File: config.mk
export PLATFORM = sky130hd
export DESIGN_NAME = ppl_core
export DESIGN_NICKNAME = d
export VERILOG_FILES = /design/src/ppl_pkg.sv /design/src/ppl_phase_timer.sv /design/src/ppl_chan_ctl.sv /design/src/ppl_core.sv
export VERILOG_INCLUDE_DIRS = /design/src
export SDC_FILE = /design/constraint.sdc
export NUM_CORES = 1
export LEC_CHECK = 0
export BUFFER_PORTS_ARGS = -buffer_cell sky130_fd_sc_hd__clkbuf_2
export CAP_MARGIN = 10
export CORE_ASPECT_RATIO = 1.2
export CORE_MARGIN = 1.5
export CORE_UTILIZATION = 62
export CTS_CLUSTER_DIAMETER = 40
export DETAILED_ROUTE_END_ITERATION = 10
export PLACE_DENSITY = 0.81
export SLEW_MARGIN = 20
export SYNTH_ARGS = -nofsm -noshare
export SYNTH_HDL_FRONTEND = slang
export SYNTH_SLANG_ARGS = --single-unit
File: constraint.sdc
create_clock -name pclk -period 11.05 [get_ports pclk]
set_input_delay 2.21 -clock pclk [delete_from_list [all_inputs] [get_ports pclk]]
set_output_delay 2.21 -clock pclk [all_outputs]
set_load 0.005 [all_outputs]
File: src/ppl_defines.svh
`ifndef PPL_DEFINES_SVH
`define PPL_DEFINES_SVH
// register byte offsets
`define PPL_A_CTRL 8'h00
`define PPL_A_NLTIM 8'h04
`define PPL_A_NLTHR 8'h08
`define PPL_A_PHCFG 8'h0C
`define PPL_A_FRESP 8'h10
`define PPL_A_DLY 8'h14
`define PPL_A_CLR 8'h18
`define PPL_A_MASK 8'h1C
`define PPL_A_STA 8'h20
`define PPL_A_STB 8'h24
`define PPL_PAGE_ALL 8'hFF
// timing
`define PPL_CLK_NS 10
`define PPL_HICCUP_MS 25
`define PPL_NS_PER_MS 1000000
// field positions
`define PPL_C_ENA 0
`define PPL_C_RESTART_TARGET_SELECT 2
`define PPL_C_BRK 3
`define PPL_C_TRN 4
`define PPL_F_MINON 0
`define PPL_F_MINOFF 8
`define PPL_F_BLANK 16
`define PPL_F_BRKTO 24
`define PPL_F_DINT 0
`define PPL_F_OSR 8
`define PPL_F_UNDERSHOOT_LEVEL_ONE 16
`define PPL_F_UNDERSHOOT_LEVEL_TWO 24
`define PPL_F_PHEN 0
`define PPL_F_MAP 8
`define PPL_F_U1N 16
`define PPL_F_TON 0
`define PPL_F_TOFF 16
`define PPL_S_RUN 8
`define PPL_S_DINT 9
`define PPL_S_LINE 10
`define PPL_SW 8
`define PPL_RW 2
`define PPL_NSRC 6
// reset values and writable masks
`define PPL_RST_CTRL 32'h00000000
`define PPL_RST_NLTIM 32'h20080404
`define PPL_RST_NLTHR 32'h40302010
`define PPL_RST_PHCFG 32'h0001007F
`define PPL_RST_FRESP 32'h00000555
`define PPL_RST_DLY 32'h00640064
`define PPL_RST_MASK 32'h00000000
`define PPL_M_CTRL 32'h0000001F
`define PPL_M_PHCFG 32'h00077F7F
`define PPL_M_FRESP 32'h00000FFF
`define PPL_M_MASK 32'h0000FFFF
`endif

File: src/ppl_pkg.sv
package ppl_pkg;
  // channel sequencing states
  typedef enum logic [6:0] {
    CH_OFF = 7'h01,
    CH_TON = 7'h02,
    CH_RUN = 7'h04,
    CH_TOFF = 7'h08,
    CH_LATCH = 7'h10,
    CH_HYST = 7'h20,
    CH_HICC = 7'h40
  } ppl_chst_t;
  // per-source fault response
  typedef enum logic [1:0] {
    RSP_IGNORE = 2'h0,
    RSP_LATCH = 2'h1,
    RSP_HYST = 2'h2,
    RSP_HICC = 2'h3
  } ppl_resp_t;
endpackage : ppl_pkg

File: src/ppl_phase_timer.sv
`timescale 1ns/1ps
`default_nettype none
module ppl_phase_timer #(
  parameter int TW = 8 // timer width
) (
  input wire logic pclk, // clock
  input wire logic presetn, // async reset
  input wire logic ce, // clock enable
  input wire logic req, // loop wants pulse high
  input wire logic go, // start granted
  input wire logic trunc, // cut pulse short
  input wire logic halt, // channel stopped or braking
  input wire logic [TW-1:0] min_on, // least on cycles
  input wire logic [TW-1:0] min_off, // least off cycles
  output logic pwm, // pwm level
  output logic ready // may start now
);
  logic pwm_r, pwm_nxt;
  logic [TW-1:0] cnt_r, cnt_nxt, hold_r;

  assign pwm = pwm_r;
  assign ready = !pwm_r && cnt_r == '0 && req && !halt;

  // halt ends a pulse at once; truncation still honours min on
  always_comb begin
    pwm_nxt = pwm_r;
    cnt_nxt = cnt_r;
    if (pwm_r && halt) begin
      pwm_nxt = 1'b0;
      cnt_nxt = min_off;
    end else if (pwm_r) begin
      if (cnt_r != '0) cnt_nxt = cnt_r - 1'b1; // [RULE1]
      else if (!req || trunc) begin // [RULE10]
        pwm_nxt = 1'b0;
        cnt_nxt = min_off; // [RULE2]
      end
    end else if (go && ready) begin
      pwm_nxt = 1'b1;
      cnt_nxt = min_on; // [RULE1]
    end else if (cnt_r != '0) begin
      cnt_nxt = cnt_r - 1'b1; // [RULE2]
    end
  end

  always_ff @(posedge pclk or negedge presetn) begin
    if (!presetn) begin
      pwm_r <= 1'b0;
      cnt_r <= '0;
    end else if (ce) begin
      pwm_r <= pwm_nxt;
      cnt_r <= cnt_nxt;
    end
  end

  // edges spent at the present level, saturating
  always_ff @(posedge pclk or negedge presetn) begin
    if (!presetn) hold_r <= '1;
    else if (ce) hold_r <= (pwm_nxt != pwm_r) ? '0 :
      (hold_r == '1 ? hold_r : hold_r + 1'b1);
  end

  property p_min_on;
    @(posedge pclk) disable iff (!presetn)
    ce && pwm_r && !pwm_nxt && !halt |-> hold_r >= min_on;
  endproperty
  a_min_on: assert property (p_min_on) else $error("short pulse"); // [RULE1]

  property p_min_off;
    @(posedge pclk) disable iff (!presetn)
    ce && !pwm_r && pwm_nxt |-> hold_r >= min_off;
  endproperty
  a_min_off: assert property (p_min_off) else $error("short off"); // [RULE2]
endmodule : ppl_phase_timer
`default_nettype wire

File: src/ppl_chan_ctl.sv
`timescale 1ns/1ps
`default_nettype none
module ppl_chan_ctl #(
  parameter int CW = 24, // counter width
  parameter int HICC = 2500000 // hiccup wait cycles
) (
  input wire logic pclk, // clock
  input wire logic presetn, // async reset
  input wire logic ce, // clock enable
  input wire logic en, // channel enable
  input wire logic t_latch, // latch-off trip
  input wire logic t_hyst, // hysteretic trip
  input wire logic t_hicc, // hiccup trip
  input wire logic restart_target_select, // restart to boot voltage
  input wire logic [15:0] ton_cyc, // turn-on delay
  input wire logic [15:0] toff_cyc, // turn-off delay
  output ppl_pkg::ppl_chst_t state, // sequencer state
  output logic run, // converting
  output logic boot_sel // target is boot voltage
);
  import ppl_pkg::*;
  ppl_chst_t st_r;
  logic [CW-1:0] cnt_r;
  logic boot_r;
  logic trip;

  assign trip = t_latch || t_hyst || t_hicc;
  assign state = st_r;
  assign run = st_r == CH_RUN || st_r == CH_TOFF;
  assign boot_sel = boot_r;

  // fault exits skip the turn-off delay
  always_ff @(posedge pclk or negedge presetn) begin
    if (!presetn) begin
      st_r <= CH_OFF;
      cnt_r <= '0;
      boot_r <= 1'b0;
    end else if (ce) begin
      case (st_r)
        CH_OFF: if (en) begin
          st_r <= CH_TON; // [RULE18]
          cnt_r <= CW'(ton_cyc);
        end
        CH_TON, CH_RUN, CH_TOFF: if (trip) begin // [RULE22]
          if (t_latch) st_r <= CH_LATCH; // [RULE18]
          else if (t_hicc) begin
            st_r <= CH_HICC; // [RULE21]
            cnt_r <= CW'(HICC);
          end else st_r <= CH_HYST; // [RULE20]
        end else if (st_r == CH_TOFF) begin
          if (cnt_r == '0) st_r <= CH_OFF;
          else cnt_r <= cnt_r - 1'b1;
        end else if (!en) begin
          st_r <= (st_r == CH_RUN) ? CH_TOFF : CH_OFF;
          cnt_r <= CW'(toff_cyc);
          boot_r <= 1'b0;
        end else if (st_r == CH_TON) begin
          if (cnt_r == '0) st_r <= CH_RUN;
          else cnt_r <= cnt_r - 1'b1;
        end
        CH_LATCH: if (!en) begin
          st_r <= CH_OFF; // [RULE18]
          boot_r <= restart_target_select; // [RULE19]
        end
        CH_HYST: if (!en) st_r <= CH_OFF;
        else if (!t_hyst) begin
          st_r <= CH_TON; // [RULE20]
          cnt_r <= CW'(ton_cyc);
        end
        CH_HICC: if (!en) st_r <= CH_OFF;
        else if (cnt_r == '0) begin
          st_r <= CH_TON; // [RULE21]
          cnt_r <= CW'(ton_cyc);
          boot_r <= restart_target_select; // [RULE19]
        end else cnt_r <= cnt_r - 1'b1;
        default: st_r <= CH_OFF;
      endcase
    end
  end

  property p_no_toff;
    @(posedge pclk) disable iff (!presetn)
    ce && run && trip |=> st_r inside {CH_LATCH, CH_HYST, CH_HICC};
  endproperty
  a_no_toff: assert property (p_no_toff) else $error("toff used"); // [RULE22]

  property p_latch_exit;
    @(posedge pclk) disable iff (!presetn)
    $past(st_r) == CH_LATCH && st_r != CH_LATCH |->
      st_r == CH_OFF && !$past(en);
  endproperty
  a_latch_exit: assert property (p_latch_exit) // [RULE18]
    else $error("latch left early");

  property p_hicc_wait;
    @(posedge pclk) disable iff (!presetn)
    $past(st_r) == CH_HICC && st_r == CH_TON |-> $past(cnt_r) == '0;
  endproperty
  a_hicc_wait: assert property (p_hicc_wait) // [RULE21]
    else $error("hiccup cut short");
endmodule : ppl_chan_ctl
`default_nettype wire

File: src/ppl_core.sv
// Chosen here: the register addresses and the APB register port.
`timescale 1ns/1ps
`default_nettype none
`include "ppl_defines.svh"
// What the document asks of this block
// RULE1: each pulse held high min on-time
// RULE2: new pulse waits min off-time
// RULE3: blanking delays pulse after previous one
// RULE4: min on, off, blanking programmable
// RULE5: pulse rate bounded by blanking, off-time
// RULE6: overshoot past threshold selects alternate integration
// RULE7: level one adds configured extra phases
// RULE8: level two enables all channel phases
// RULE9: diode braking tri-states channel pwm pins
// RULE10: braking, truncation, threshold, timeout are settings
// RULE11: unmasked status bit asserts alert line
// RULE12: host finds alerter by alert response; this block has no alert response, only the status words
// RULE13: clear command, disable, reset clear status
// RULE14: paged fault stops only its channel
// RULE15: shared fault stops both channels
// RULE16: warnings flag only, conversion continues
// RULE17: ignore response behaves like warning
// RULE18: latch-off holds until enable toggled
// RULE19: restart target option after latch, hiccup
// RULE20: hysteretic restarts when condition clears
// RULE21: hiccup waits then retries forever
// RULE22: fault shutdown skips turn-off delay
// RULE23: clear loses to a present condition
// RULE24: status bits stay set until cleared
module ppl_core #(
  parameter int NPH = 7, // pwm phases
  parameter int HICC_CYC =
    `PPL_HICCUP_MS * (`PPL_NS_PER_MS / `PPL_CLK_NS) // hiccup cycles
) (
  input wire logic pclk, // clock
  input wire logic presetn, // async reset, low
  input wire logic ce, // clock enable
  input wire logic [7:0] paddr, // apb address
  input wire logic psel, // apb select
  input wire logic penable, // apb enable
  input wire logic pwrite, // apb write
  input wire logic [31:0] pwdata, // apb write data
  input wire logic [3:0] pstrb, // apb byte strobes
  output logic [31:0] prdata, // apb read data
  output logic pready, // apb ready
  output logic pslverr, // apb error
  input wire logic [NPH-1:0] pwm_req, // loop pulse requests
  input wire logic [NPH-1:0] shed_act, // phases kept by shedding
  input wire logic [7:0] dev_a, // chan a signed deviation
  input wire logic [7:0] dev_b, // chan b signed deviation
  input wire logic [3:0] pflt_a, // chan a fault conditions
  input wire logic [3:0] pflt_b, // chan b fault conditions
  input wire logic [1:0] sflt, // shared fault conditions
  input wire logic [1:0] warn_a, // chan a warnings
  input wire logic [1:0] warn_b, // chan b warnings
  output logic [NPH-1:0] pwm_o, // pwm levels
  output logic [NPH-1:0] pwm_oe, // pwm drive enables
  input wire logic alert_i, // alert line level
  output logic alert_o, // alert drive value
  output logic alert_oe, // alert pull-down enable
  output logic int_alt_a, // chan a alternate integration
  output logic int_alt_b, // chan b alternate integration
  output logic run_a, // chan a converting
  output logic run_b, // chan b converting
  output logic boot_sel_a, // chan a target is boot voltage
  output logic boot_sel_b // chan b target is boot voltage
);
  import ppl_pkg::*;

  ////////////////////////////////////////////////////////////////////////
  // helpers
  function automatic logic [31:0] wmask(input logic [31:0] o,
    input logic [31:0] d, input logic [3:0] s);
    logic [31:0] r;
    r = o;
    for (int b = 0; b < 4; b++) begin
      if (s[b]) r[8*b +: 8] = d[8*b +: 8];
    end
    return r;
  endfunction : wmask

  function automatic logic [NPH-1:0] first_n(input logic [NPH-1:0] m,
    input logic [2:0] n);
    logic [2:0] k;
    logic [NPH-1:0] r;
    k = n;
    r = '0;
    for (int i = 0; i < NPH; i++) begin
      if (m[i] && k != 3'h0) begin
        r[i] = 1'b1;
        k = k - 3'h1;
      end
    end
    return r;
  endfunction : first_n

  function automatic logic over_thr(input logic [7:0] d,
    input logic [7:0] t);
    return $signed({d[7], d}) > $signed({1'b0, t});
  endfunction : over_thr

  function automatic logic under_thr(input logic [7:0] d,
    input logic [7:0] t);
    return $signed({d[7], d}) < -$signed({1'b0, t});
  endfunction : under_thr

  ////////////////////////////////////////////////////////////////////////
  // registers and apb slave
  logic [31:0] ctrl_r, tim_r, thr_r, phc_r, rsp_r, dly_r, msk_r;
  logic [31:0] prdata_r, rd_nxt;
  logic ack_r, err_r, err_nxt, wr, clr_wr;
  logic [7:0] sts_r [2];
  logic [31:0] sta_v [2];
  logic [1:0] run_v, dint_r, en_v, en_q, boot_v;
  logic alert_r;

  assign pready = ce && ack_r && penable;
  assign prdata = prdata_r;
  assign pslverr = err_r && pready;
  assign wr = psel && penable && pwrite && pready;
  assign clr_wr = wr && paddr == `PPL_A_CLR && pstrb[0];
  assign en_v = ctrl_r[`PPL_C_ENA +: 2];

  // status words, reserved bits read zero
  always_comb begin
    for (int c = 0; c < 2; c++) begin
      sta_v[c] = '0;
      sta_v[c][`PPL_SW-1:0] = sts_r[c];
      sta_v[c][`PPL_S_RUN] = run_v[c];
      sta_v[c][`PPL_S_DINT] = dint_r[c];
      sta_v[c][`PPL_S_LINE] = alert_i;
    end
  end

  // read decode, unmapped answers with slverr
  always_comb begin
    rd_nxt = '0;
    err_nxt = 1'b0;
    case (paddr)
      `PPL_A_CTRL: rd_nxt = ctrl_r;
      `PPL_A_NLTIM: rd_nxt = tim_r;
      `PPL_A_NLTHR: rd_nxt = thr_r;
      `PPL_A_PHCFG: rd_nxt = phc_r;
      `PPL_A_FRESP: rd_nxt = rsp_r;
      `PPL_A_DLY: rd_nxt = dly_r;
      `PPL_A_CLR: rd_nxt = '0;
      `PPL_A_MASK: rd_nxt = msk_r;
      `PPL_A_STA: rd_nxt = sta_v[0];
      `PPL_A_STB: rd_nxt = sta_v[1];
      default: err_nxt = 1'b1;
    endcase
  end

  // read data captured before the access phase: no wait states
  always_ff @(posedge pclk or negedge presetn) begin
    if (!presetn) begin
      ack_r <= 1'b0;
      err_r <= 1'b0;
      prdata_r <= '0;
    end else if (ce) begin
      if (psel && !ack_r) begin
        ack_r <= 1'b1;
        err_r <= err_nxt;
        prdata_r <= pwrite ? '0 : rd_nxt;
      end else if (!psel || pready) begin
        ack_r <= 1'b0;
      end
    end
  end

  // writable registers
  always_ff @(posedge pclk or negedge presetn) begin
    if (!presetn) begin
      ctrl_r <= `PPL_RST_CTRL;
      tim_r <= `PPL_RST_NLTIM;
      thr_r <= `PPL_RST_NLTHR;
      phc_r <= `PPL_RST_PHCFG;
      rsp_r <= `PPL_RST_FRESP;
      dly_r <= `PPL_RST_DLY;
      msk_r <= `PPL_RST_MASK;
    end else if (wr) begin
      case (paddr)
        `PPL_A_CTRL: ctrl_r <= wmask(ctrl_r, pwdata, pstrb) & `PPL_M_CTRL;
        `PPL_A_NLTIM: tim_r <= wmask(tim_r, pwdata, pstrb); // [RULE4]
        `PPL_A_NLTHR: thr_r <= wmask(thr_r, pwdata, pstrb); // [RULE10]
        `PPL_A_PHCFG: phc_r <= wmask(phc_r, pwdata, pstrb) & `PPL_M_PHCFG;
        `PPL_A_FRESP: rsp_r <= wmask(rsp_r, pwdata, pstrb) & `PPL_M_FRESP;
        `PPL_A_DLY: dly_r <= wmask(dly_r, pwdata, pstrb);
        `PPL_A_MASK: msk_r <= wmask(msk_r, pwdata, pstrb) & `PPL_M_MASK;
        default: ;
      endcase
    end
  end

  ////////////////////////////////////////////////////////////////////////
  // transient aids per channel
  logic [7:0] dev [2];
  logic [NPH-1:0] own_v [2];
  logic [NPH-1:0] act_v [2];
  logic [NPH-1:0] map;
  logic [1:0] osr_hit, brk_r, arm_r;
  logic [7:0] bcnt_r [2];

  assign dev[0] = dev_a;
  assign dev[1] = dev_b;
  assign map = phc_r[`PPL_F_MAP +: NPH];

  // phase ownership and fast phase adding
  always_comb begin
    for (int c = 0; c < 2; c++) begin
      own_v[c] = phc_r[`PPL_F_PHEN +: NPH] & (c == 1 ? map : ~map);
      osr_hit[c] = over_thr(dev[c], thr_r[`PPL_F_OSR +: 8]);
      if (under_thr(dev[c], thr_r[`PPL_F_UNDERSHOOT_LEVEL_TWO +: 8])) begin
        act_v[c] = own_v[c]; // [RULE8]
      end else if (under_thr(dev[c], thr_r[`PPL_F_UNDERSHOOT_LEVEL_ONE +: 8])) begin
        act_v[c] = own_v[c] & (shed_act | first_n(own_v[c] & ~shed_act,
          phc_r[`PPL_F_U1N +: 3])); // [RULE7]
      end else begin
        act_v[c] = own_v[c] & shed_act;
      end
    end
  end

  // alternate integration while overshoot exceeds its threshold
  always_ff @(posedge pclk or negedge presetn) begin
    if (!presetn) dint_r <= '0;
    else if (ce) begin
      for (int c = 0; c < 2; c++) begin
        dint_r[c] <= over_thr(dev[c], thr_r[`PPL_F_DINT +: 8]); // [RULE6]
      end
    end
  end

  // diode braking, capped by timeout; rearms once overshoot ends
  // to bound heating under repeated transients
  always_ff @(posedge pclk or negedge presetn) begin
    if (!presetn) begin
      brk_r <= '0;
      arm_r <= '1;
      bcnt_r[0] <= '0;
      bcnt_r[1] <= '0;
    end else if (ce) begin
      for (int c = 0; c < 2; c++) begin
        if (brk_r[c]) begin
          if (!osr_hit[c] || bcnt_r[c] == '0) brk_r[c] <= 1'b0; // [RULE10]
          else bcnt_r[c] <= bcnt_r[c] - 1'b1;
        end else if (ctrl_r[`PPL_C_BRK] && osr_hit[c] && arm_r[c] &&
          run_v[c]) begin
          brk_r[c] <= 1'b1; // [RULE9]
          bcnt_r[c] <= tim_r[`PPL_F_BRKTO +: 8];
          arm_r[c] <= 1'b0;
        end
        if (!osr_hit[c]) arm_r[c] <= 1'b1;
      end
    end
  end

  ////////////////////////////////////////////////////////////////////////
  // phase timers and adjacent-phase blanking
  logic [NPH-1:0] req_v, halt_v, trunc_v, ready_v, go_v;
  logic [7:0] blk_r [2];
  logic [8:0] gap_r [2];
  logic [1:0] gnt_c;

  // stopped or braking channels float their pins
  always_comb begin
    for (int i = 0; i < NPH; i++) begin
      req_v[i] = pwm_req[i] && act_v[map[i]][i];
      halt_v[i] = !run_v[map[i]] || brk_r[map[i]]; // [RULE9]
      trunc_v[i] = ctrl_r[`PPL_C_TRN] && osr_hit[map[i]]; // [RULE10]
    end
    go_v = '0;
    for (int c = 0; c < 2; c++) begin
      if (blk_r[c] == '0) go_v = go_v | first_n(ready_v & own_v[c], 3'h1);
      gnt_c[c] = |(go_v & own_v[c]);
    end
  end
  assign pwm_oe = ~halt_v;

  generate
    for (genvar i = 0; i < NPH; i++) begin : g_ph
      ppl_phase_timer #(.TW(8)) u_ph (
        .pclk(pclk),
        .presetn(presetn),
        .ce(ce),
        .req(req_v[i]),
        .go(go_v[i]),
        .trunc(trunc_v[i]),
        .halt(halt_v[i]),
        .min_on(tim_r[`PPL_F_MINON +: 8]), // [RULE4]
        .min_off(tim_r[`PPL_F_MINOFF +: 8]), // [RULE4]
        .pwm(pwm_o[i]),
        .ready(ready_v[i])
      );
    end
  endgenerate

  // one start per channel, then blanking before the next phase
  always_ff @(posedge pclk or negedge presetn) begin
    if (!presetn) begin
      blk_r[0] <= '0;
      blk_r[1] <= '0;
      gap_r[0] <= '1;
      gap_r[1] <= '1;
    end else if (ce) begin
      for (int c = 0; c < 2; c++) begin
        if (gnt_c[c]) blk_r[c] <= tim_r[`PPL_F_BLANK +: 8]; // [RULE3] [RULE5]
        else if (blk_r[c] != '0) blk_r[c] <= blk_r[c] - 1'b1;
        gap_r[c] <= gnt_c[c] ? '0 :
          (gap_r[c] == '1 ? gap_r[c] : gap_r[c] + 1'b1);
      end
    end
  end

  ////////////////////////////////////////////////////////////////////////
  // fault responses, status and alert
  logic [`PPL_NSRC-1:0] cond [2];
  logic [1:0] tl, th, tc, clr_v;
  logic sh_tl;
  logic [7:0] set_v [2];
  ppl_resp_t rsp;
  ppl_chst_t st_v [2];

  // shared sources reach both channels, paged only their own
  always_comb begin
    sh_tl = 1'b0;
    rsp = RSP_IGNORE;
    for (int c = 0; c < 2; c++) begin
      cond[c] = {sflt, c == 1 ? pflt_b : pflt_a}; // [RULE14] [RULE15]
      set_v[c] = {c == 1 ? warn_b : warn_a, cond[c]}; // [RULE16] [RULE17]
      tl[c] = 1'b0;
      th[c] = 1'b0;
      tc[c] = 1'b0;
      for (int k = 0; k < `PPL_NSRC; k++) begin
        rsp = ppl_resp_t'(rsp_r[`PPL_RW*k +: `PPL_RW]);
        if (cond[c][k]) begin
          case (rsp)
            RSP_LATCH: tl[c] = 1'b1;
            RSP_HYST: th[c] = 1'b1;
            RSP_HICC: tc[c] = 1'b1;
            default: ; // ignore keeps converting
          endcase
        end
      end
      clr_v[c] = (clr_wr && (pwdata[7:0] == 8'(c) ||
        pwdata[7:0] == `PPL_PAGE_ALL)) || (en_q[c] && !en_v[c]); // [RULE13]
    end
    for (int k = 4; k < `PPL_NSRC; k++) begin
      if (sflt[k-4] && rsp_r[`PPL_RW*k +: `PPL_RW] == RSP_LATCH) sh_tl = 1'b1;
    end
  end

  generate
    for (genvar c = 0; c < 2; c++) begin : g_ch
      ppl_chan_ctl #(.CW(24), .HICC(HICC_CYC)) u_ch (
        .pclk(pclk),
        .presetn(presetn),
        .ce(ce),
        .en(en_v[c]),
        .t_latch(tl[c]),
        .t_hyst(th[c]),
        .t_hicc(tc[c]),
        .restart_target_select(ctrl_r[`PPL_C_RESTART_TARGET_SELECT]),
        .ton_cyc(dly_r[`PPL_F_TON +: 16]),
        .toff_cyc(dly_r[`PPL_F_TOFF +: 16]),
        .state(st_v[c]),
        .run(run_v[c]),
        .boot_sel(boot_v[c])
      );
    end
  endgenerate

  // sticky bits; a live condition wins over the clear [RULE23]
  always_ff @(posedge pclk or negedge presetn) begin
    if (!presetn) begin
      sts_r[0] <= '0;
      sts_r[1] <= '0;
      en_q <= '0;
      alert_r <= 1'b0;
    end else if (ce) begin
      en_q <= en_v;
      for (int c = 0; c < 2; c++) begin
        sts_r[c] <= (sts_r[c] & ~{`PPL_SW{clr_v[c]}}) | set_v[c]; // [RULE24]
      end
      alert_r <= |((sts_r[0] & ~msk_r[0 +: `PPL_SW]) |
        (sts_r[1] & ~msk_r[`PPL_SW +: `PPL_SW])); // [RULE11]
    end
  end

  assign alert_o = 1'b0;
  assign alert_oe = alert_r;
  assign int_alt_a = dint_r[0];
  assign int_alt_b = dint_r[1];
  assign run_a = run_v[0];
  assign run_b = run_v[1];
  assign boot_sel_a = boot_v[0];
  assign boot_sel_b = boot_v[1];

  ////////////////////////////////////////////////////////////////////////
  // checks
  property p_blank;
    @(posedge pclk) disable iff (!presetn)
    ce && gnt_c[0] |-> gap_r[0] >= {1'b0, tim_r[`PPL_F_BLANK +: 8]};
  endproperty
  a_blank: assert property (p_blank) else $error("blank too short"); // [RULE3]

  property p_brake;
    @(posedge pclk) disable iff (!presetn)
    brk_r[0] |-> (pwm_oe & own_v[0]) == '0;
  endproperty
  a_brake: assert property (p_brake) else $error("braked pin on"); // [RULE9]

  property p_alert;
    @(posedge pclk) disable iff (!presetn)
    ce && |(sts_r[0] & ~msk_r[0 +: `PPL_SW]) |=> alert_oe;
  endproperty
  a_alert: assert property (p_alert) else $error("alert missing"); // [RULE11]

  property p_shared;
    @(posedge pclk) disable iff (!presetn)
    ce && sh_tl |=> run_v == 2'b00;
  endproperty
  a_shared: assert property (p_shared) else $error("run not low"); // [RULE15]

  property p_sticky;
    @(posedge pclk) disable iff (!presetn)
    ce && !clr_v[1] |=> (sts_r[1] & $past(sts_r[1])) == $past(sts_r[1]);
  endproperty
  a_sticky: assert property (p_sticky) else $error("status lost"); // [RULE24]
endmodule : ppl_core
`default_nettype wire

======== Word-level counts from Yosys, hierarchy flattened ========
Cells that the tools add are included.
word-level totals
  register bits after elaboration ......... 364
  bits of input ports ..................... 95
  output and inout bits ................... 56
  logic and storage cells ................. 941
cells by class
  add/subtract/negate cells ............... 36
  magnitude comparators ................... 22
  equal/unequal tests ..................... 88
  mux-type cells .......................... 437
  bitwise gates (word level) .............. 36
  reductions and logical operators ........ 267
operator list
  kind                     number
  $mux W24                 24
  $mux W8                  52
  $pmux W32 S9             1
  $mux W7                  37
  $mux W1                  241
  $pmux W24 S4             2
  $mux W3                  61
  $logic_not A8 Y1         13
  $logic_and A1 B1 Y1      94
  $reduce_and A3 Y1        31
  $sub A8 B1 Y8 const B    11
  $and A7 B7 Y7            12
  $reduce_bool A3 Y1       27
  $reduce_bool A8 Y1       9
  $pmux W7 S5              2
  $sub A3 B1 Y3 const B    21
  $logic_not A24 Y1        2
  $sub A24 B1 Y24 const B  2
  $ne A2 B2 Y1 const B     20
  $gt A8 B9 Y1             4
  $lt A8 B9 Y1             4
  $reduce_bool A4 Y1       9
  $logic_not A1 Y1         34
  $and A8 B8 Y8            4
  other kinds (45)         169

======== Logic depth before layout (Yosys ltp) ========
Gate-level depths: netlist of the first run.
  depth in word-level cells ............... 80
  mapped depth ............................ 42
  mapped depth without buffers ............ 39

======== Hierarchy ========
From an unflattened synthesis of the first run, not the netlist that was laid out.
second synthesis, totals
  cells, all modules ...................... 2,963
  area, all modules ....................... 26,132.6 um2
by module, submodules not included
  module           times used  cells each  area each (um2)  sequential area each (um2)
  ppl_core         1           1,455       14,497.7         5,969.5
  ppl_phase_timer  7           120         927.1            225.2
  ppl_chan_ctl     2           334         2,572.5          802.0

======== Worst setup path before layout of the first run ========
No wires, ideal clock.
  path kind ............................... in2reg
  start point ............................. input shed_act[0]
  end point ............................... register g_ph[6].u_ph.cnt_r[0]
  library setup time ...................... 0.127 ns
  data arrival time ....................... 11.056 ns
  data required time ...................... 10.923 ns
  setup slack ............................. -0.134 ns
  stages .................................. 34
  cells stage by stage .................... or4b_1 -> clkbuf_1 -> mux2i_1 -> ha_1 -> ha_1 -> nor4b_4 -> xnor3_1 -> ha_1 -> ha_1 -> or4b_1 -> clkbuf_1 -> xnor2_1 -> ha_1 -> ha_1 -> nor4b_1 -> xnor3_1 -> ha_1 -> ha_1 -> nor4b_1 -> nor3_1 -> a21o_1 -> ha_1 -> ha_1 -> nor3_1 -> o31ai_1 -> a311oi_1 -> o32a_1 -> nor3_1 -> or4_4 -> o211ai_4 -> o311ai_4 -> buf_6 -> a21oi_1 -> o22ai_1
between the ends
  cells in the longest elaborated chain, start to end .. 56
ends and longest elaborated chain
  element                                                 line                   source
  start: declaration                                      ppl_core.sv:48         input wire logic [NPH-1:0] shed_act,
  branches (longest 56 deep; another with $sub A3 B1 Y3)  n/a
  end signal: assignment                                  ppl_phase_timer.sv:51  cnt_r <= cnt_nxt;
  end: declaration                                        ppl_phase_timer.sv:19  logic [TW-1:0] cnt_r, cnt_nxt, hold_r;
Parallel ways; which one is timed is not known. The select of a mux whose other input is x is not followed.
A chain may end at the register's enable or synchronous reset.

======== Worst setup path in the final report of the first run ========
  start point ............................. input shed_act[0]
  end point ............................... register g_ph[6].u_ph.cnt_r[5]
The elaborated chain is that of the path after synthesis.

==> impl_table.tex, run 1 <==
\begin{tabular}{lr}
\hline
Metric & Value \\
\hline
\multicolumn{2}{l}{\textbf{Timing}} \\
\quad Number of pins with negative max-slew slack in the final report & 0 \\
\quad Highest clock frequency the design can meet & $\sim$0.095 GHz \\
\quad Number of hold-slack violations in the final timing report & 0 \\
\quad Fin Clk Skew & between 0.02 and 0.03 ns \\
\quad Final critical-path share of the clock period & 0.952 \\
\quad Least setup slack across all paths after layout & between 0.5 and 0.6 ns \\
\quad Tmin final & between 10 and 15 ns \\
\quad Max transition margin & 0.226 \\
\quad Final setup violation count & 0 \\
\quad Unrepaired setup endpoints after global routing & no \\
\quad Setup\_tns & 0 ns \\
\quad Slew at the pin with the worst max-slew slack & around 1.1 ns \\
\multicolumn{2}{l}{\textbf{Worst setup path}} \\
\quad Depth of the worst register-to-register path & 40 \\
\quad Data arrival time at the worst-slack endpoint & about 11 ns \\
\quad Worst Setup End Kind & flop \\
\quad Cell with the biggest individual delay on the critical path & or4b\_1 \\
\quad Critical path start-end classification & primary input to flop \\
\quad Max Fanout on Critical Path & 16 \\
\quad Slowest stage delay, CP & 0.67 ns \\
\quad Critical Path RT & 11.52 ns \\
\quad Cell seen most often among critical-path stages & ha\_1 \\
\quad Startpoint kind of the worst setup timing path & primary input \\
\multicolumn{2}{l}{\textbf{Layout}} \\
\quad Final nets & approximately 3,200 \\
\quad Proportion of layout cells with a drive suffix above 1 & 0.174 \\
\quad Area of all sequential standard cells & between 9000 and 10,000 sq um \\
\quad Area added between synthesis and finish & 12.0\% \\
\quad Number of fill cells in the layout & 3,177 \\
\quad Post-Layout Cell Count & $\sim$3,600 \\
\quad Area of the multi-input gates & approximately 15,000 sq um \\
\multicolumn{2}{l}{\textbf{Die}} \\
\quad Overall die area & between 40,000 and 50,000 sq um \\
\quad Core Region & 39,800 sq um \\
\quad Row Count & 80 \\
\quad Horizontal die dimension & roughly 190 um \\
\quad Starting utilization of the core area & 0.631 \\
\quad Die Height & between 200 and 250 um \\
\quad Number of primary I/O pins & between 150 and 200 \\
\multicolumn{2}{l}{\textbf{CTS}} \\
\quad Hold buffer count at CTS & 0 \\
\quad Clock Pin Slew Worst Setup and Hold Paths & roughly 0.060 ns \\
\quad Clock buffer count from CTS & 53 \\
\quad Total clock sinks & between 300 and 400 \\
\quad Root Buffer Master & clkbuf\_16 \\
\quad CTS Buffer Depth & 3 \\
\quad TritonCTS clock tree & yes \\
\quad Maximum level of the CTS H-tree & 2 \\
\quad Clock latency on the worst-skew pair & around 0.61 ns \\
\multicolumn{2}{l}{\textbf{Global routing}} \\
\quad Total track usage & 0.435 \\
\quad Total overflow reported by the global router & 0 \\
\quad Largest net degree at the start of global routing & 95 \\
\quad Number of global-route vias before repair & 24,358 \\
\quad Antenna violations before repair & 4 \\
\quad Global-route wire length before repair & roughly 140,000 um \\
\multicolumn{2}{l}{\textbf{Pwr}} \\
\quad Worst ir drop on vdd & roughly 0.00028 V \\
\quad Sequential Power Share & 0.357 \\
\quad Power per standard cell area & between 150 and 200 nW/um\^{}2 \\
\quad Clock share of power & 0.378 \\
\quad Pleak & roughly 13 nW \\
\quad Net Sw Power & between 1.5 and 2 mW \\
\quad Cell internal power dissipation & between 2 and 3 mW \\
\quad Sw frac & 0.356 \\
\quad Total power draw & around 4.6 mW \\
\quad Power share of the combinational group & 0.265 \\
\multicolumn{2}{l}{\textbf{Synthesis}} \\
\quad Mean area per synthesized cell & 8.66 sq um \\
\quad Adder-cell share of the synthesized area & 0.0551 \\
\quad Post-synth design cell area & approximately 25,000 sq um \\
\quad Fraction of registers with async set or reset after synthesis & 1.00 \\
\quad Main combinational cell family by area after synthesis & compound AO/OA/AOI/OAI gates \\
\quad Fraction of the mapped netlist area in compound gates & 0.235 \\
\quad Area share of and/or/nand/nor cells after synthesis & 0.199 \\
\quad Leading post-synthesis cells by cell area & dfrtp\_1 (33\%), mux2\_2 (6.6\%), o21ai\_0 (6.0\%), ha\_1 (5.5\%), nand2\_1 (4.5\%) \\
\quad Fraction of synthesized cell area in xor and xnor cells & 0.0244 \\
\quad Synthesized instance count & 2,903 \\
\quad Syn. warnings & 0 \\
\quad Share of cell area taken by muxes after synthesis & 0.0778 \\
\quad Number of register bits inferred by synthesis & approximately 360 \\
\quad Count of unique library cells instantiated by Yosys & approximately 110 \\
\quad Cell accounting for the most synthesized area & dfrtp\_1 \\
\quad Number of enable flip-flop cells after synthesis & 0 \\
\quad Register area share after synthesis & 0.364 \\
\quad Leading register cell type out of synthesis & dfrtp\_1 \\
\quad Synth top area share & 0.329 \\
\multicolumn{2}{l}{\textbf{Routing}} \\
\quad Met3 wire length & 9500 um \\
\quad DR iter-0 viols & 2,982 \\
\quad Vias & 25,208 \\
\quad Final routed wirelength across all metal layers & slightly above 90,000 um \\
\quad Number of nets with antenna violations after routing & 0 \\
\quad Detailed route wirelength on metal2 & $\sim$42,000 um \\
\quad Max Used Layer & met5 \\
\quad Total iterations of the first detailed-routing run & 8 \\
\quad Vias per std cell & around 7 \\
\quad Wire per inst & between 20 and 30 um \\
\quad DRC violation count after routing & 0 \\
\quad Routed length on met1 & around 33,000 um \\
\multicolumn{2}{l}{\textbf{Placed design}} \\
\quad Post-Place Setup Slack & -0.0662 ns \\
\quad Count of port buffers added during placement & 149 \\
\quad Global placement routability congestion & $\sim$1.1 \\
\quad Placed instance count & roughly 3,500 \\
\quad DP Wirelength & 66,700 um \\
\multicolumn{2}{l}{\textbf{Outcome}} \\
\quad Result of the run & finished clean \\
\multicolumn{2}{l}{\textbf{Run}} \\
\quad Max-cap violations & 0 \\
\multicolumn{2}{l}{\textbf{Worst hold path}} \\
\quad Path category of the worst min-delay check & flop to flop \\
\quad Worst hold path cell count & 1 \\
\hline
\end{tabular}
-- cells by family after synthesis --
kind of cell | count (synthesis)
xor+xnor | 62
flops | 364
buf+inv | 281
fa+ha+maj | 111
simple gates | 996
compound gates | 910
other cells | 2
mux | 177
-- critical path: cells and delay by family --
family / cells / cell delay, ns
AO/OA/AOI/OAI: 7 / 1.72
XOR/XNOR: 4 / 1.26
adder cells (fa/ha/maj): 10 / 2.19
buffers and inverters: 3 / 0.54
multiplexers: 1 / 0.21
AND/OR/NAND/NOR: 9 / 2.84
-- registers in the layout (all words and copies together), names as in the netlist, 7 cells and up --
register         count
g_ph.u_ph.cnt_r     56
g_ch.u_ch.cnt_r     48
dly_r               32
prdata              32
thr_r               32
tim_r               32
phc_r               17
bcnt_r              16
blk_r               16
msk_r               16
sta_v               16
g_ch.u_ch.state     14
rsp_r               12
g_ph.u_ph.pwm        7
-- worst paths after layout --
path                                   startpoint                                 to  slack [ns]
min in group asynchronous                 presetn       g_ph[5].u_ph.pwm$_DFFE_PN0P_        1.61
min reg2reg                prdata[14]$_DFFE_PN0P_             prdata[14]$_DFFE_PN0P_        0.48
min                        prdata[14]$_DFFE_PN0P_             prdata[14]$_DFFE_PN0P_        0.48
max reg2reg                 phc_r[16]$_DFFE_PN1P_  g_ph[6].u_ph.cnt_r[5]$_DFFE_PN0P_        0.94
max                                   shed_act[0]  g_ph[6].u_ph.cnt_r[5]$_DFFE_PN0P_        0.53
max in group asynchronous                 presetn  g_ch[0].u_ch.cnt_r[7]$_DFFE_PN0P_        7.37
-- per-stage QoR --
stage,area (sq um),hold slack (ns),util
detailed placement,26300,0.469,0.661
floorplan,25200,0.446,-
global placement,26300,0.459,0.660
global route,28200,0.501,0.707
CTS,28100,0.479,0.706
finish,28200,0.478,0.707
-- synthesized netlist by cell type (9+ instances only) --
master	number
nand3b_1	11
buf_4	10
nand4_1	18
mux2_2	148
nor2_1	233
a22oi_1	35
nand2b_1	34
or4_1	12
and3_1	15
o21a_1	23
nor2b_1	36
nor4b_1	9
clkbuf_1	127
o22ai_1	43
mux2i_1	29
o21ai_0	302
nor3b_1	16
nand3_1	68
or3_1	32
a31oi_1	31
o31ai_1	25
a221oi_1	31
nor3_1	104
a211oi_1	19
ha_1	110
and2_1	13
a41oi_1	9
or2_2	10
xnor2_1	38
dfstp_2	33
dfrtp_1	331
a22o_1	33
a21o_1	24
o211ai_1	17
a21oi_1	171
inv_1	124
a222oi_1	34
nor4_1	30
nand2_1	302
xor2_1	19
o21ai_1	16
o221ai_1	11
-- cell type report --
cell class              instances  share of cell area
clock inverters                35              0.0138
flip-flops and latches        364               0.325
multi-input cells            2261               0.531
repair buffers                197              0.0399
well taps                     533              0.0237
diodes                          2            0.000178
inverters                     126              0.0168
clock buffers                  64              0.0504
-- power groups by stage --
stage,Clock [mW],Combinational [mW],Sequential [mW]
6_report,1.73,1.21,1.63
5_1_grt,1.79,1.34,1.65
4_1_cts,1.74,1.17,1.62
3_5_place_dp,0,1.16,1.64
3_3_place_gp,0,1.12,1.64
2_1_floorplan,0,0.874,1.60
-- cell usage in the layout, fill, tap and decap left out, types with 38 or more instances in the layout --
| master | instances |
|---|---|
| dfrtp_1 | 331 |
| nand2_1 | 302 |
| o21ai_0 | 302 |
| nor2_1 | 230 |
| a21oi_1 | 171 |
| mux2_2 | 148 |
| clkbuf_2 | 148 |
| inv_1 | 124 |
| ha_1 | 110 |
| nor3_1 | 102 |
| nand3_1 | 67 |
| clkbuf_16 | 54 |
| buf_4 | 46 |
| o22ai_1 | 43 |
| xnor2_1 | 38 |
-- routing by layer --
layer / vias up / track usage
met2: 1621 / 0.697
li1: 11001 / -
met3: 472 / 0.0927
met1: 12108 / 0.516
met4: 6 / 0.329
met5: - / 0
-- what timing repair did --
action,CTS,global route
buffers inserted,0,1
setup endpoints to repair,0,7
resized for setup,0,4
Power figures use the tool's default switching activity.
==> run 2: changes to the inputs <==
CELL_PAD_IN_SITES_DETAIL_PLACEMENT = 1   (was unset)
CELL_PAD_IN_SITES_GLOBAL_PLACEMENT = 1   (was unset)
CORE_UTILIZATION = 48   (was 62)
PLACE_DENSITY = unset   (was 0.81)
PLACE_DENSITY_LB_ADDON = 0.1   (was unset)
==> run 2 against run 1 <==
Compared with the run above:
- first-iteration DRC count decreased by 25%
- core utilization decreased by 15 points
- wire length increased by 15%
- clock skew decreased by 0.011 ns
- total power increased by 5.7%
- critical endpoint is now g_ph[6].u_ph.cnt_r[4]$_DFFE_PN0P_
- highest routed layer unchanged
==> impl_table.tex, run 2 (same netlist as run 1, synthesis figures left out) <==
\begin{tabular}{lr}
\hline
Metric & Value \\
\hline
\multicolumn{2}{l}{\textbf{Worst hold path}} \\
\quad Path category of the worst min-delay check & flop to flop \\
\quad Worst hold endpoint & prdata[31]\$\_DFFE\_PN0P\_ \\
\quad Start point of the worst hold path & prdata[31]\$\_DFFE\_PN0P\_ \\
\quad Worst hold path cell count & 2 \\
\multicolumn{2}{l}{\textbf{Worst setup path}} \\
\quad Data arrival time at the worst-slack endpoint & 11.13 ns \\
\quad Critical path buffer and inverter count & 6 \\
\quad Startpoint kind of the worst setup timing path & primary input \\
\quad Crit. Startpoint & shed\_act[0] \\
\quad Cell seen most often among critical-path stages & ha\_1 \\
\quad Critical Path RT & 11.53 ns \\
\quad R2R Path Start & phc\_r[16]\$\_DFFE\_PN1P\_ \\
\quad Depth of the worst register-to-register path & between 40 and 50 \\
\quad Slowest stage delay, CP & 0.43 ns \\
\quad R2R Path End & g\_ph[6].u\_ph.cnt\_r[4]\$\_DFFE\_PN0P\_ \\
\quad Cell with the biggest individual delay on the critical path & a221o\_1 \\
\quad Cell family with the largest share of critical-path delay & simple AND/OR/NAND/NOR gates \\
\quad Worst Setup End Kind & flop \\
\quad Critical path start-end classification & primary input to flop \\
\quad Setup slack of the most critical reg-to-reg path & 0.79 ns \\
\quad Max Fanout on Critical Path & 16 \\
\multicolumn{2}{l}{\textbf{Timing}} \\
\quad Slew at the pin with the worst max-slew slack & between 1 and 1.5 ns \\
\quad Highest clock frequency the design can meet & between 0.09 and 0.1 GHz \\
\quad Final setup violation count & 0 \\
\quad Number of hold-slack violations in the final timing report & 0 \\
\quad Least setup slack across all paths after layout & slightly below 0.4 ns \\
\quad Number of pins with negative max-slew slack in the final report & 0 \\
\quad Setup\_tns & 0 ns \\
\quad Fin Clk Skew & between 0.015 and 0.02 ns \\
\quad Tmin final & around 11 ns \\
\quad Hold WS & roughly 0.48 ns \\
\quad Unrepaired setup endpoints after global routing & no \\
\quad Final critical-path share of the clock period & 0.964 \\
\quad Max transition margin & 0.277 \\
\multicolumn{2}{l}{\textbf{Routing}} \\
\quad Vias & approximately 25,000 \\
\quad DR iter-0 viols & 2,247 \\
\quad Number of nets with antenna violations after routing & 0 \\
\quad DRC violation count after routing & 0 \\
\quad Total iterations of the first detailed-routing run & 8 \\
\quad Final routed wirelength across all metal layers & between 100,000 and 150,000 um \\
\quad Wire per inst & about 28 um \\
\quad Vias per std cell & approximately 6.6 \\
\multicolumn{2}{l}{\textbf{Outcome}} \\
\quad Result of the run & finished clean \\
\multicolumn{2}{l}{\textbf{Global routing}} \\
\quad Antenna violations before repair & 9 \\
\quad Total track usage & 0.392 \\
\quad Number of global-route vias before repair & 26,057 \\
\quad Total overflow reported by the global router & 0 \\
\quad Global-route wire length before repair & 159,000 um \\
\quad Largest net degree at the start of global routing & $\sim$160 \\
\multicolumn{2}{l}{\textbf{Placed design}} \\
\quad Post-Place Setup Slack & -0.389 ns \\
\quad Placed instance count & $\sim$3,700 \\
\quad Count of port buffers added during placement & roughly 150 \\
\quad Total cell area at the placement stage & roughly 27,000 sq um \\
\quad Global placement routability congestion & approximately 0.99 \\
\quad DP Wirelength & slightly below 80,000 um \\
\multicolumn{2}{l}{\textbf{Pwr}} \\
\quad Power share of the combinational group & 0.259 \\
\quad Total power draw & approximately 4.8 mW \\
\quad Cell internal power dissipation & around 3.1 mW \\
\quad Pleak & $\sim$13 nW \\
\quad Sequential Power Share & 0.339 \\
\quad Power per standard cell area & approximately 170 nW/um\^{}2 \\
\quad Worst ir drop on vdd & 0.000186 V \\
\quad Net Sw Power & 1.74 mW \\
\quad Sw frac & 0.360 \\
\quad Clock share of power & 0.402 \\
\multicolumn{2}{l}{\textbf{Layout}} \\
\quad Final nets & around 3,200 \\
\quad Proportion of layout cells with a drive suffix above 1 & 0.181 \\
\quad Biggest register & g\_ph.u\_ph.cnt\_r \\
\quad Area added between synthesis and finish & 14.1\% \\
\quad Most common cell after layout, fill and taps aside & dfrtp\_1 \\
\quad Area of all placed cells without fillers & between 20,000 and 30,000 sq um \\
\quad Biggest registers after layout & g\_ph.u\_ph.cnt\_r x56, g\_ch.u\_ch.cnt\_r x48 \\
\quad Final core utilization & 0.556 \\
\quad Post-Layout Cell Count & about 3,800 \\
\quad Max reg flops & between 50 and 60 \\
\quad Most frequent cells in the layout & dfrtp\_1 (331), nand2\_1 (302), o21ai\_0 (301) \\
\multicolumn{2}{l}{\textbf{Run}} \\
\quad Max-cap violations & 0 \\
\multicolumn{2}{l}{\textbf{Die}} \\
\quad Overall die area & roughly 54,000 sq um \\
\quad Die Height & between 200 and 300 um \\
\quad Number of primary I/O pins & around 150 \\
\quad Horizontal die dimension & between 200 and 250 um \\
\quad Starting utilization of the core area & 0.488 \\
\quad Row Count & 91 \\
\quad Core Region & between 50,000 and 60,000 sq um \\
\multicolumn{2}{l}{\textbf{CTS}} \\
\quad Root Buffer Master & clkbuf\_16 \\
\quad Total clock sinks & around 360 \\
\quad CTS Buffer Depth & 3 \\
\quad Maximum level of the CTS H-tree & 2 \\
\quad Clock buffer count from CTS & 59 \\
\quad Hold buffer count at CTS & 0 \\
\quad Clock Pin Slew Worst Setup and Hold Paths & approximately 0.06 ns \\
\quad TritonCTS clock tree & yes \\
\quad Clock latency on the worst-skew pair & about 0.63 ns \\
\hline
\end{tabular}
-- run 2: worst max-delay path by stage --
stage	end	depth (start not counted)	slack (ns)
2_1_floorplan	g_ph[6].u_ph.cnt_r[0]$_DFFE_PN0P_	34	0.15
3_3_place_gp	g_ph[6].u_ph.cnt_r[3]$_DFFE_PN0P_	34	0.04
6_report	g_ph[6].u_ph.cnt_r[4]$_DFFE_PN0P_	38	0.40
5_1_grt	g_ph[6].u_ph.cnt_r[4]$_DFFE_PN0P_	38	0.04
4_1_cts	g_ph[6].u_ph.cnt_r[3]$_DFFE_PN0P_	34	0.24
3_5_place_dp	g_ph[6].u_ph.cnt_r[3]$_DFFE_PN0P_	34	-0.39
-- run 2: worst register-to-register path, delay by kind of cell, from the launching register on --
kind / cells / cell delay (ns)
AOI/OAI and AO/OA: 6 / 1.45
adders and majority gates: 12 / 2.72
muxes: 3 / 0.96
and+or+nand+nor: 12 / 3.03
buffers and inverters: 7 / 1.24
DFF: 1 / 0.54
xor gates and xnor gates: 1 / 0.18
-- run 2: layout make-up --
cell class / count / area [sq um]
clock buffers: 67 / 1550
multi-input cells: 2261 / 15000
well taps: 697 / 872
flip-flops and latches: 364 / 9150
fillers: 6081 / 22900
inverters: 126 / 473
clock inverters: 45 / 507
repair buffers: 203 / 1170
diodes: 5 / 12.5
-- run 2: repair_timing --
action                                  4_1_cts  5_1_grt
endpoints found under the setup margin        0       23
gates resized for setup                       0       10
buffers inserted                              0        0
-- run 2: power groups by stage --
| stage | sequential (mW) | combinational (mW) | clock [mW] |
|---|---|---|---|
| after floorplan | 1.60 | 0.874 | 0 |
| after CTS | 1.63 | 1.23 | 1.95 |
| after global placement | 1.64 | 1.16 | 0 |
| after global routing | 1.66 | 1.39 | 2.00 |
| after detailed placement | 1.65 | 1.22 | 0 |
| final | 1.64 | 1.25 | 1.94 |
-- run 2: layer usage --
metal / up-vias / GRT usage / share of wire
met2: 1016 / 0.657 / 0.48
met5: - / 0 / 0.00013
met1: 12605 / 0.467 / 0.39
met4: 2 / 0.252 / 0.071
met3: 373 / 0.0615 / 0.064
li1: 11015 / - / -
